<file path="config.mk">
export PLATFORM = sky130hd
export DESIGN_NAME = cwrc_top
export DESIGN_NICKNAME = d
export VERILOG_FILES = /design/src/cwrc_regmem.v /design/src/cwrc_ctxsel.v /design/src/cwrc_top.v
export VERILOG_INCLUDE_DIRS = /design/src
export SDC_FILE = /design/constraint.sdc
export NUM_CORES = 1
export LEC_CHECK = 0
export ABC_AREA = 1
export CAP_MARGIN = 20
export CORE_MARGIN = 5
export CORE_UTILIZATION = 40
export DETAILED_ROUTE_END_ITERATION = 16
export DONT_BUFFER_PORTS = 1
export SLEW_MARGIN = 5
export SYNTH_ARGS = -nofsm -noshare
export SYNTH_HDL_FRONTEND = slang
export SYNTH_HIERARCHICAL = 1
export SYNTH_SLANG_ARGS = --single-unit
</file>
<file path="constraint.sdc">
create_clock -name clk_sys -period 9.1 [get_ports clk_sys]
set_input_delay 1.365 -clock clk_sys [delete_from_list [all_inputs] [get_ports clk_sys]]
set_output_delay 1.365 -clock clk_sys [all_outputs]
set_load 0.03 [all_outputs]
</file>
<file path="src/cwrc_defs.vh">
// constants for the working register context block
`ifndef CWRC_DEFS_VH
`define CWRC_DEFS_VH

// ----------------------------------------------------------------
// register map (byte addresses on the apb port)
// ----------------------------------------------------------------
`define CWRC_OFF_CFG      12'h000
`define CWRC_OFF_STAT     12'h004
`define CWRC_OFF_PC       12'h008
`define CWRC_OFF_SWAP     12'h00C
`define CWRC_OFF_WREG     12'h040
`define CWRC_OFF_WREG_END 12'h07C

// ----------------------------------------------------------------
// field positions and reset values
// ----------------------------------------------------------------
`define CWRC_CFG_ALT1_LSB 0
`define CWRC_CFG_ALT2_LSB 4
`define CWRC_STAT_CUR_LSB 0
`define CWRC_STAT_MAN_LSB 8
`define CWRC_CFG_RST      8'h00
`define CWRC_PC_RST       23'h000000
`define CWRC_SP_RST       16'h0000
`define CWRC_CTX_PRIMARY  3'h0

// ----------------------------------------------------------------
// sizes
// ----------------------------------------------------------------
`define CWRC_DW           16
`define CWRC_PCW          23
`define CWRC_NSETS        3
`define CWRC_NLOW         15
`define CWRC_SP_IDX       4'hF

`endif

</file>
<file path="src/cwrc_regmem.v">
// banked storage for the lower fifteen working registers of all sets
`timescale 1ns/1ps
module cwrc_regmem (
  input  wire        clk_sys,
  input  wire        clk_en,
  input  wire        we,
  input  wire [5:0]  waddr,
  input  wire [15:0] wdata,
  input  wire [5:0]  raddr,
  output reg  [15:0] rdata
);

  // ------------------------------------------------------------
  // memory, no reset: contents persist across context changes
  // ------------------------------------------------------------
  reg [15:0] mem [0:47];

  always @(posedge clk_sys) begin
    if (clk_en) begin
      if (we) begin
        mem[waddr] <= wdata;
      end
      rdata <= mem[raddr];
    end
  end

endmodule // cwrc_regmem

</file>
<file path="src/cwrc_ctxsel.v">
// context selection from interrupt level, swap command and return
`timescale 1ns/1ps
`include "cwrc_defs.vh"
module cwrc_ctxsel (
  input  wire [2:0] cur_ctx,
  input  wire [7:0] cfg,
  input  wire       irq_enter,
  input  wire [2:0] irq_level,
  input  wire       irq_return,
  input  wire [2:0] ret_ctx,
  input  wire       swap_valid,
  input  wire [2:0] swap_ctx,
  output reg  [2:0] ctx_nxt
);

  // ------------------------------------------------------------
  // interrupt entry picks the set bound to its level, else primary
  // ------------------------------------------------------------
  wire [2:0] alt1_lvl = cfg[`CWRC_CFG_ALT1_LSB +: 3];
  wire [2:0] alt2_lvl = cfg[`CWRC_CFG_ALT2_LSB +: 3];
  wire       lvl_ok   = (irq_level >= 3'h1) && (irq_level <= 3'h6);

  always @* begin
    ctx_nxt = cur_ctx;
    if (irq_enter) begin
      ctx_nxt = `CWRC_CTX_PRIMARY;
      if (lvl_ok && (alt1_lvl == irq_level)) begin
        ctx_nxt = 3'h1;
      end else if (lvl_ok && (alt2_lvl == irq_level)) begin
        ctx_nxt = 3'h2;
      end
    end else if (irq_return) begin
      ctx_nxt = (ret_ctx < 3'h3) ? ret_ctx : `CWRC_CTX_PRIMARY;
    end else if (swap_valid && (swap_ctx < 3'h3)) begin
      ctx_nxt = swap_ctx;
    end
  end

endmodule // cwrc_ctxsel

</file>
<file path="src/cwrc_top.v">
// working register file with alternate contexts, pc and apb access
//
// Behaviour
// - sixteen 16-bit working registers usable as data, pointer or offset
// - register fifteen is the stack pointer for pushes and pops
// - two alternate sets of registers zero to fourteen, stack pointer shared
// - alternate set contents persist between uses, never cleared
// - per alternate set a 3-bit field binds it to interrupt level 1-6
// - a swap command selects a register set manually
// - status shows current set and last manually selected set
// - program counter is 23 bits, addressing 24-bit program words
// - data-space access to registers 0-14 uses the active context
//
// Implementation choices: the APB register port and the placing of the registers.
`timescale 1ns/1ps
`include "cwrc_defs.vh"
module cwrc_top (
  input  wire        clk_sys,
  input  wire        rst,
  input  wire        clk_en,
  // apb slave
  input  wire        psel,
  input  wire        penable,
  input  wire        pwrite,
  input  wire [11:0] paddr,
  input  wire [31:0] pwdata,
  output reg  [31:0] prdata,
  output reg         pready,
  output reg         pslverr,
  // execution unit port
  input  wire        ex_rd_en,
  input  wire [3:0]  ex_rd_idx,
  output reg  [15:0] ex_rd_data,
  output reg         ex_rd_valid,
  input  wire        ex_wr_en,
  input  wire [3:0]  ex_wr_idx,
  input  wire [15:0] ex_wr_data,
  input  wire        sp_push,
  input  wire        sp_pop,
  input  wire        pc_load,
  input  wire [22:0] pc_target,
  input  wire        pc_step,
  input  wire        swap_valid,
  input  wire [2:0]  swap_ctx,
  // interrupt logic
  input  wire        irq_enter,
  input  wire [2:0]  irq_level,
  input  wire        irq_return,
  input  wire [2:0]  ret_ctx,
  output reg  [2:0]  cur_ctx,
  output reg  [2:0]  man_ctx,
  output reg  [15:0] sp_out,
  output reg  [22:0] pc_out
);

  // ------------------------------------------------------------
  // state
  // ------------------------------------------------------------
  reg  [7:0]  cfg_r;
  reg  [15:0] sp_r;
  reg  [22:0] pc_r;
  reg  [2:0]  cur_r;
  reg  [2:0]  man_r;
  wire [2:0]  ctx_nxt;

  // apb access decode: the access phase takes three cycles so that the
  // banked read has a registered data path
  localparam ST_IDLE = 2'b00;
  localparam ST_WAIT = 2'b01;
  localparam ST_DONE = 2'b10;
  reg  [1:0]  st_r;
  reg  [1:0]  st_nxt;

  wire        acc      = psel && penable;
  wire        is_wreg  = (paddr >= `CWRC_OFF_WREG) && (paddr <= `CWRC_OFF_WREG_END)
                         && (paddr[1:0] == 2'b00);
  wire [3:0]  bus_idx  = paddr[5:2];
  wire        bus_sp   = is_wreg && (bus_idx == `CWRC_SP_IDX);
  wire        mapped   = is_wreg || (paddr == `CWRC_OFF_CFG) || (paddr == `CWRC_OFF_STAT)
                         || (paddr == `CWRC_OFF_PC) || (paddr == `CWRC_OFF_SWAP);
  // a write lands only at the edge where the master sees pready high
  wire        bus_wr   = acc && pwrite && (st_r == ST_DONE) && mapped;

  // ------------------------------------------------------------
  // bank memory: index = context * 16 + register
  // ------------------------------------------------------------
  wire        ex_low_wr = ex_wr_en && (ex_wr_idx != `CWRC_SP_IDX);
  wire        bus_low_wr = bus_wr && is_wreg && !bus_sp;
  wire        mem_we    = ex_low_wr || bus_low_wr;
  wire [3:0]  mem_widx  = ex_low_wr ? ex_wr_idx : bus_idx;
  wire [15:0] mem_wdat  = ex_low_wr ? ex_wr_data : pwdata[15:0];
  wire [5:0]  mem_waddr = {cur_r[1:0], mem_widx};
  wire        bus_rd_sel = acc && !pwrite && is_wreg && (st_r == ST_IDLE);
  wire [3:0]  mem_ridx  = bus_rd_sel ? bus_idx : ex_rd_idx;
  wire [5:0]  mem_raddr = {cur_r[1:0], mem_ridx};
  wire [15:0] mem_rdata;
  reg         ex_rd_sp_r;
  reg         rd_pend_r;

  cwrc_regmem u_mem (
    .clk_sys (clk_sys),
    .clk_en  (clk_en),
    .we      (mem_we),
    .waddr   (mem_waddr),
    .wdata   (mem_wdat),
    .raddr   (mem_raddr),
    .rdata   (mem_rdata)
  );

  cwrc_ctxsel u_sel (
    .cur_ctx    (cur_r),
    .cfg        (cfg_r),
    .irq_enter  (irq_enter),
    .irq_level  (irq_level),
    .irq_return (irq_return),
    .ret_ctx    (ret_ctx),
    .swap_valid (swap_valid),
    .swap_ctx   (swap_ctx),
    .ctx_nxt    (ctx_nxt)
  );

  // ------------------------------------------------------------
  // context, stack pointer and program counter
  // ------------------------------------------------------------
  wire swap_take = swap_valid && !irq_enter && !irq_return && (swap_ctx < 3'h3);
  wire bus_swap  = bus_wr && (paddr == `CWRC_OFF_SWAP) && (pwdata[2:0] < 3'h3);

  always @(posedge clk_sys or posedge rst) begin
    if (rst) begin
      cur_r <= `CWRC_CTX_PRIMARY;
      man_r <= `CWRC_CTX_PRIMARY;
      cfg_r <= `CWRC_CFG_RST;
      sp_r  <= `CWRC_SP_RST;
      pc_r  <= `CWRC_PC_RST;
    end else if (clk_en) begin
      if (bus_swap && !irq_enter && !irq_return && !swap_valid) begin
        cur_r <= pwdata[2:0];
        man_r <= pwdata[2:0];
      end else begin
        cur_r <= ctx_nxt;
        if (swap_take) begin
          man_r <= swap_ctx;
        end
      end
      if (bus_wr && (paddr == `CWRC_OFF_CFG)) begin
        cfg_r <= {1'b0, pwdata[6:4], 1'b0, pwdata[2:0]};
      end
      // stack pointer is shared by every set
      if (ex_wr_en && (ex_wr_idx == `CWRC_SP_IDX)) begin
        sp_r <= ex_wr_data;
      end else if (sp_push && !sp_pop) begin
        sp_r <= sp_r + 16'h0002;
      end else if (sp_pop && !sp_push) begin
        sp_r <= sp_r - 16'h0002;
      end else if (bus_wr && bus_sp) begin
        sp_r <= pwdata[15:0];
      end
      // word-aligned 23-bit counter, steps two per instruction word
      if (pc_load) begin
        pc_r <= {pc_target[22:1], 1'b0};
      end else if (pc_step) begin
        pc_r <= pc_r + 23'h000002;
      end else if (bus_wr && (paddr == `CWRC_OFF_PC)) begin
        pc_r <= {pwdata[22:1], 1'b0};
      end
    end
  end

  // ------------------------------------------------------------
  // execution unit read port: any of the sixteen as operand
  // ------------------------------------------------------------
  always @(posedge clk_sys or posedge rst) begin
    if (rst) begin
      ex_rd_sp_r  <= 1'b0;
      rd_pend_r   <= 1'b0;
      ex_rd_valid <= 1'b0;
      ex_rd_data  <= 16'h0000;
    end else if (clk_en) begin
      ex_rd_sp_r  <= (ex_rd_idx == `CWRC_SP_IDX);
      rd_pend_r   <= ex_rd_en && !bus_rd_sel;
      ex_rd_valid <= rd_pend_r;
      // second stage keeps the port a flop, at the cost of one more cycle
      ex_rd_data  <= ex_rd_sp_r ? sp_r : mem_rdata;
    end
  end

  // ------------------------------------------------------------
  // apb slave
  // ------------------------------------------------------------
  always @* begin
    st_nxt = st_r;
    case (st_r)
      ST_IDLE: begin
        if (acc) begin
          st_nxt = ST_WAIT;
        end
      end
      ST_WAIT: begin
        st_nxt = ST_DONE;
      end
      ST_DONE: begin
        st_nxt = ST_IDLE;
      end
      default: begin
        st_nxt = ST_IDLE;
      end
    endcase
  end

  reg [31:0] rd_word;
  always @* begin
    rd_word = 32'h00000000;
    if (is_wreg) begin
      rd_word = bus_sp ? {16'h0000, sp_r} : {16'h0000, mem_rdata};
    end else if (paddr == `CWRC_OFF_CFG) begin
      rd_word = {24'h000000, cfg_r};
    end else if (paddr == `CWRC_OFF_STAT) begin
      rd_word = {21'h000000, man_r, 5'h00, cur_r};
    end else if (paddr == `CWRC_OFF_PC) begin
      rd_word = {9'h000, pc_r};
    end else if (paddr == `CWRC_OFF_SWAP) begin
      rd_word = {29'h00000000, man_r};
    end
  end

  always @(posedge clk_sys or posedge rst) begin
    if (rst) begin
      st_r    <= ST_IDLE;
      pready  <= 1'b0;
      pslverr <= 1'b0;
      prdata  <= 32'h00000000;
    end else if (clk_en) begin
      st_r    <= st_nxt;
      pready  <= (st_r == ST_WAIT);
      pslverr <= (st_r == ST_WAIT) && !mapped;
      if (st_r == ST_WAIT) begin
        prdata <= (!pwrite && mapped) ? rd_word : 32'h00000000;
      end
    end
  end

  // ------------------------------------------------------------
  // registered status outputs
  // ------------------------------------------------------------
  always @(posedge clk_sys or posedge rst) begin
    if (rst) begin
      cur_ctx <= `CWRC_CTX_PRIMARY;
      man_ctx <= `CWRC_CTX_PRIMARY;
      sp_out  <= `CWRC_SP_RST;
      pc_out  <= `CWRC_PC_RST;
    end else if (clk_en) begin
      cur_ctx <= cur_r;
      man_ctx <= man_r;
      sp_out  <= sp_r;
      pc_out  <= pc_r;
    end
  end

endmodule // cwrc_top

</file>
==> results of run 1 <==
## power by group
group	total [mW]	internal (mW)	leakage, nW	switching [mW]
Sequential	4.97	4.74	8.81	0.224
Clock	4.02	2.37	1.60	1.65
Combinational	0.819	0.206	6.20	0.613
Total	9.81	7.32	16.6	2.48
## through the flow
stage	cells	util	hold WS [ns]	instance area (um^2)	power (mW)
floorplan	3826	-	0.4498	40200	5.558
global placement	4985	0.4154	0.4623	41480	5.857
detailed placement	4985	0.4154	0.4684	41480	5.869
CTS	5164	0.4480	0.4821	44730	9.876
global route	5167	0.4483	0.4912	44770	10.15
finish	5168	0.4483	0.4848	44770	9.807
## flip-flops by register name, summed over array words and instances, names as in the netlist, 16 cells and up
name         flops
ex_rd_data      16
pc_out          22
pc_r            22
prdata          23
sp_out          16
sp_r            16
u_mem/mem      768
u_mem/rdata     16
## logic make-up after synthesis
kind of cell | Yosys count
and+or+nand+nor | 2028
muxes | 1
DFF | 924
adders and majority gates | 3
AOI/OAI and AO/OA | 481
other | 1
xor gates and xnor gates | 7
buffers and inverters | 372
## worst paths after layout
check / cells after the start / endpoint / start / slack, ns
setup / recovery: 17 / u_mem/rdata[11] / paddr[8] / 3.92
hold / removal: 2 / ex_rd_valid / rd_pend_r / 0.48
setup reg to reg: 15 / u_mem/rdata[11] / st_r[0] / 4.53
hold reg to reg: 2 / ex_rd_valid / rd_pend_r / 0.48
max in group asynchronous: 2 / ex_rd_data[13] / rst / 7.02
min in group asynchronous: 1 / cur_ctx[0] / rst / 0.64
## routing by layer
| metal | track usage | wire (um) |
|---|---|---|
| met5 | 0 | 0 |
| met4 | 0.07075 | 4104 |
| met3 | 0.03110 | 7158 |
| met2 | 0.3257 | 52590 |
| met1 | 0.2845 | 48860 |
## cells in the mapped netlist, types with 12 or more instances
master    count  area share
nor2_1      368       0.034
o211ai_1     69       0.013
buf_6        29      0.0081
buf_1        17      0.0016
o21ai_0     266       0.033
nand4_1      18      0.0028
o22ai_1      14      0.0022
buf_4        20      0.0037
a31oi_1      12      0.0019
buf_2        73      0.0091
edfxtp_1    784        0.59
clkbuf_1     81      0.0076
o21ai_1      37      0.0046
inv_1       135       0.013
nand2_1    1046       0.098
dfrtp_1     140       0.087
nor3_1       19      0.0024
a21oi_1      61      0.0076
nand3_1     545       0.068
## worst max-delay path, delay by kind of cell
| kind | cells | cell delay [ns] |
|---|---|---|
| AOI/OAI and AO/OA | 1 | 0.29 |
| and+or+nand+nor | 12 | 2.06 |
| buffers and inverters | 4 | 1.84 |
## area by class of cell
| class | count | area (um^2) |
|---|---|---|
| antenna | 3 | 7.507 |
| clock inverter | 65 | 706.9 |
| clock buffer | 114 | 2542 |
| timing repair buffer | 84 | 688.2 |
| tap | 1298 | 1624 |
| inverter | 150 | 585.6 |
| sequential | 924 | 27050 |
| fill | 9190 | 55090 |
| multi-input combinational | 2530 | 11570 |
==> flow_summary_export.csv, run 1 <==
group,metric,value,unit
placed_design,place_congestion,0.9391,
power_and_ir_drop,p_leak,16.61,nW
flow_run,cap_violations,0,
global_routing,grt_max_degree,172,
synth,synth_compound_area_frac,0.06691,
synth,synth-xor-area-share,0.001526,
route,drt_wl_total,112700,um
sta,finalSetupViolCount,0,
final_layout,syn2layout_area_growth,11.45,%
worst_setup_path,cp_max_fo,100,
worst_setup_path,crit_top_cell,"nand2_1",
synth,synth.cell_area,0.04017,mm^2
synth,synth_cell_types,50,
route,first_pass_iters,6,
synth,synth_top_family_by_area,"simple AND/OR/NAND/NOR gates",
worst_setup_path,cp_cell_sequence,"inv_1 -> nand2_1 -> nor2_4 -> nand4_2 -> nor2_1 -> inv_1 -> o21ai_4 -> buf_4 -> buf_4 -> nand2_1 -> nand3_1 -> nand3_1 -> nand2_1 -> nand2_1 -> nand3_1 -> nand3_1 -> nand2_1",
final_layout,finalNetCount,3904,
final_layout,final_cell_mix,"nand2_1 (1044), edfxtp_1 (784), nand3_1 (545)",
power_and_ir_drop,ir_drop,0.1399,mV
status,status,"completed",
sta,finClkSkew,0.03218,ns
sta,rsz0062_at_grt,"no",
clock_network,cts_hold_buf,0,
worst_setup_path,critPathRequiredTime,9.61,ns
worst_setup_path,critPathSlowestCell,"buf_4",
worst_setup_path,crit_path_max_incr_delay,0.91,ns
floorplan,die_x,326.9,um
synth,syn_inst,3817,
clock_network,post-cts-setup-buffer-count,0,
placed_design,portBuffers,0,
synth,synth_area_per_cell,10.52,um^2
global_routing,antenna_found_initial,2,
clock_network,clock_sinks,924,
sta,finalSetupTns,0,ns
synth,yosysSeqAreaShare,0.6733,
synth,synth_fa_ha_area_frac,0.0009345,
route,dr.first_iter.drc_count,2709,
sta,slew_violations,0,
clock_network,cts_tree,"done",
global_routing,grt_overflow,0,
synth,synth-simple-area-share,0.2122,
floorplan,die_h,326.9,um
clock_network,cts.path.max_buffers,3,
floorplan,core,0.09986,mm^2
clock_network,cts_made_buffers,96,
route,drc,0,
clock_network,cts_resized,0,
placed_design,post-dp-hpwl,67090,um
global_routing,track_usage,0.2031,
sta,layout_setup_ws,3.918,ns
clock_network,h-tree-depth,3,
synth,synth-edff-count,784,
floorplan,rows,116,
route,vias_per_cell,5.402,
route,routedWlPerCell,21.81,um
worst_setup_path,critical_path_class,"in -> reg",
floorplan,fp.dieArea,0.1069,mm^2
worst_setup_path,startpoint_type,"input pin",
final_layout,drive_gt1_frac,0.07706,
sta,post-route-min-period,5.182,ns
floorplan,io_pins,211,
worst_setup_path,critPathArrivalTime,5.69,ns
synth,synth.area.mux_share,0.0002803,
global_routing,grt_pass1_vias,25510,
sta,final-hold-violation-count,0,
final_layout,final_common_cell,"nand2_1",
synth,ys.flop_type,"edfxtp_1",
worst_hold_path,min_path_type,"reg -> reg",
global_routing,grt_first_pass_wirelength,166400,um
clock_network,path_clk_slew,0.06,ns
worst_setup_path,crit_path_end_kind,"register",
synth,yosys_warnings,6,
sta,max_freq,193.0,MHz
synth,async_flop_share,0.1515,
route,postRouteAntennaNets,0,
floorplan,start_util,0.4023,
sta,post-route-period-util,0.5694,
clock_network,insertion_delay,0.67,ns
sta,worst_pin_slew,1.179,ns
placed_design,preCtsSetupSlack,3.337,ns
route,vias,27920,
sta,slew_headroom,0.2137,
clock_network,cts_root_buffer,"clkbuf_16",
power_and_ir_drop,power_density,219.1,mW/mm^2
synth,synth_seq_cells,924,
Power figures use the tool's default switching activity.
==> inputs of run 2 (changes only) <==
--- a/config.mk
+++ b/config.mk
@@ -6,7 +6,7 @@
 export SDC_FILE = /design/constraint.sdc
 export NUM_CORES = 1
 export LEC_CHECK = 0
-export ABC_AREA = 1
+export ABC_AREA = 0
 export CAP_MARGIN = 20
 export CORE_MARGIN = 5
 export CORE_UTILIZATION = 40
==> constraint.sdc (replaced) <==
create_clock -name clk_sys -period 4.19 [get_ports clk_sys]
set_input_delay 0.6285 -clock clk_sys [delete_from_list [all_inputs] [get_ports clk_sys]]
set_output_delay 0.6285 -clock clk_sys [all_outputs]
set_load 0.03 [all_outputs]
==> flow_summary_export.csv, run 2 <==
group,metric,value,unit
final_layout,regMostFlops,"u_mem/mem",
floorplan,core,0.09657,mm^2
route,routedWlPerCell,26.65,um
final_layout,syn2layout_area_growth,13.60,%
sta,slew_headroom,0.2770,
route,drt_wl_total,103200,um
power_and_ir_drop,p_leak,15.38,nW
placed_design,place_congestion,0.9310,
route,drc,0,
placed_design,dp.cells,3694,
worst_setup_path,crit_top_cell,"buf_12",
synth,synth_area_leaders,"edfxtp_1 (61%), dfrtp_1 (9.0%), mux2i_1 (7.3%)",
floorplan,die_h,321.7,um
status,violations,"negative hold slack",
synth,syn_inst,2439,
final_layout,largest_reg_flops,768,
worst_setup_path,critPathSlowestCell,"mux2_8",
global_routing,grt_first_pass_wirelength,150400,um
placed_design,post-dp-hpwl,66210,um
route,vias_per_cell,5.793,
clock_network,clock_sinks,924,
sta,rsz0062_at_grt,"no",
sta,hold_slack,-0.0008343,ns
floorplan,fp.dieArea,0.1035,mm^2
clock_network,cts_hold_buf,0,
clock_network,cts_made_buffers,95,
clock_network,cts.path.max_buffers,3,
synth,yosys.area.top_type,"edfxtp_1",
floorplan,start_util,0.4025,
final_layout,final_common_cell,"edfxtp_1",
route,vias,22440,
worst_setup_path,critPathArrivalTime,4.26,ns
synth,synth.cell_area,0.03887,mm^2
worst_hold_path,min_path_type,"in -> async",
final_layout,seqCellArea,0.02705,mm^2
sta,max_freq,263.0,MHz
synth,yosysSeqAreaShare,0.6959,
clock_network,cts_tree,"done",
global_routing,grt_max_degree,141,
final_layout,utilization,0.4572,
sta,slew_violations,0,
global_routing,track_usage,0.1936,
flow_run,cap_violations,0,
power_and_ir_drop,ir_drop,0.3760,mV
sta,finClkSkew,0.02103,ns
worst_setup_path,critical_path_class,"reg -> reg",
worst_setup_path,crit_buf_inv,3,
sta,final-hold-violation-count,1,
sta,post-route-period-util,0.9075,
power_and_ir_drop,power_density,472.3,mW/mm^2
final_layout,instances_no_fill,3873,
synth,ys.flop_type,"edfxtp_1",
route,dr.first_iter.drc_count,2376,
sta,post-route-min-period,3.803,ns
final_layout,finalNetCount,2638,
placed_design,portBuffers,0,
worst_setup_path,crit_family,"compound AO/OA/AOI/OAI gates",
synth,synth_seq_cells,924,
status,status,"finished, violations left",
synth,synth_top_area_frac,0.6057,
synth,yosys_warnings,6,
global_routing,antenna_found_initial,3,
clock_network,cts_resized,0,
worst_setup_path,startpoint_type,"register",
synth,synth_area_per_cell,15.94,um^2
worst_setup_path,cp_cell_sequence,"and3b_1 -> and2_1 -> nor3b_2 -> buf_4 -> mux2_8 -> buf_12 -> buf_12 -> mux2i_1 -> a22o_1 -> a221oi_1 -> o22ai_1 -> o41ai_2",
worst_setup_path,cp_max_fo,25,
synth,synth_cell_types,84,
global_routing,grt_overflow,0,
synth,async_flop_share,0.1515,
clock_network,h-tree-depth,3,
final_layout,nFillCells,8218,
worst_setup_path,crit_path_max_incr_delay,0.53,ns
synth,synth-edff-count,784,
synth,synth_common_cells,"edfxtp_1 (784), mux2i_1 (285), nand2_1 (158)",
route,first_pass_iters,6,
final_layout,drive_gt1_frac,0.1843,
final_layout,top_regs,"u_mem/mem (768), prdata (23)",
worst_setup_path,crit_path_end_kind,"register",
floorplan,io_pins,211,
clock_network,path_clk_slew,0.06,ns
global_routing,grt_pass1_vias,21960,
clock_network,cts_root_buffer,"clkbuf_16",
final_layout,final_cell_mix,"edfxtp_1 (784), mux2i_1 (285), nand2_1 (145)",
worst_setup_path,critPathRequiredTime,4.64,ns
floorplan,die_x,321.7,um
clock_network,insertion_delay,0.66,ns
clock_network,post-cts-setup-buffer-count,0,
floorplan,rows,114,
final_layout,multi_input_area,0.01099,mm^2
sta,worst_pin_slew,1.085,ns
synth,synth_most_common_cell,"edfxtp_1",
sta,finalSetupViolCount,0,
route,postRouteAntennaNets,0,
==> run 2: cell type report <==
cell class / count / area share
Clock buffer: 114 / 0.05594
Timing Repair Buffer: 142 / 0.03072
Inverter: 15 / 0.001360
Tap cell: 1276 / 0.03616
Multi-Input combinational cell: 1342 / 0.2489
Antenna cell: 3 / 0.0001700
Sequential cell: 924 / 0.6126
Clock inverter: 57 / 0.01420
==> run 2: cells by family after synthesis <==
| group | count (synthesis) | share of synthesized area |
|---|---|---|
| mux | 420 | 0.1357 |
| simple gates | 446 | 0.05643 |
| xor+xnor | 20 | 0.004507 |
| flops | 924 | 0.6959 |
| fa+ha+maj | 3 | 0.0009659 |
| compound gates | 443 | 0.08161 |
| other cells | 1 | 0.00009648 |
| buf+inv | 182 | 0.02485 |
==> run 2: worst paths after layout <==
kind | cells past startpoint | endpoint | from | slack, ns
setup reg to reg | 12 | u_mem/rdata[12] | st_r[0] | 0.39
min in group clk_sys | 1 | ex_rd_data[8] | clk_en | 0.07
hold / removal | 2 | pc_out[16] | rst | -0.0008
setup / recovery | 12 | u_mem/rdata[12] | st_r[0] | 0.39
max in group asynchronous | 2 | ex_rd_data[1] | rst | 3.48
hold reg to reg | 2 | rd_pend_r | rd_pend_r | 0.52
==> run 2: per-stage QoR <==
step                      setup TNS (ns)  hold slack (ns)  setup slack, ns  power, mW  area, um^2
after floorplan                        0           0.4794           0.2302      12.04       38910
after global placement                 0           0.5002          0.01742      12.60       40930
after detailed placement       -0.009084           0.4955        -0.009084      12.65       40930
after CTS                              0          0.03773           0.4099      20.99       44030
after global routing                   0          0.03669           0.2499      21.57       44150
final                                  0       -0.0008343           0.3874      20.85       44150
==> run 2: where the power goes <==
part / internal, mW / total, mW / switching [mW]
clock network: 4.84 / 8.36 / 3.52
logic: 0.616 / 1.56 / 0.947
registers: 10.3 / 10.9 / 0.605
total: 15.8 / 20.9 / 5.07
==> run 2: routing by layer <==
layer / share of wire / routed length (um) / global-route usage
met4: 0.037 / 3794 / 0.06601
met5: 0.00012 / 12 / 0
met3: 0.080 / 8277 / 0.03990
met1: 0.42 / 43100 / 0.2695
met2: 0.47 / 48040 / 0.3064
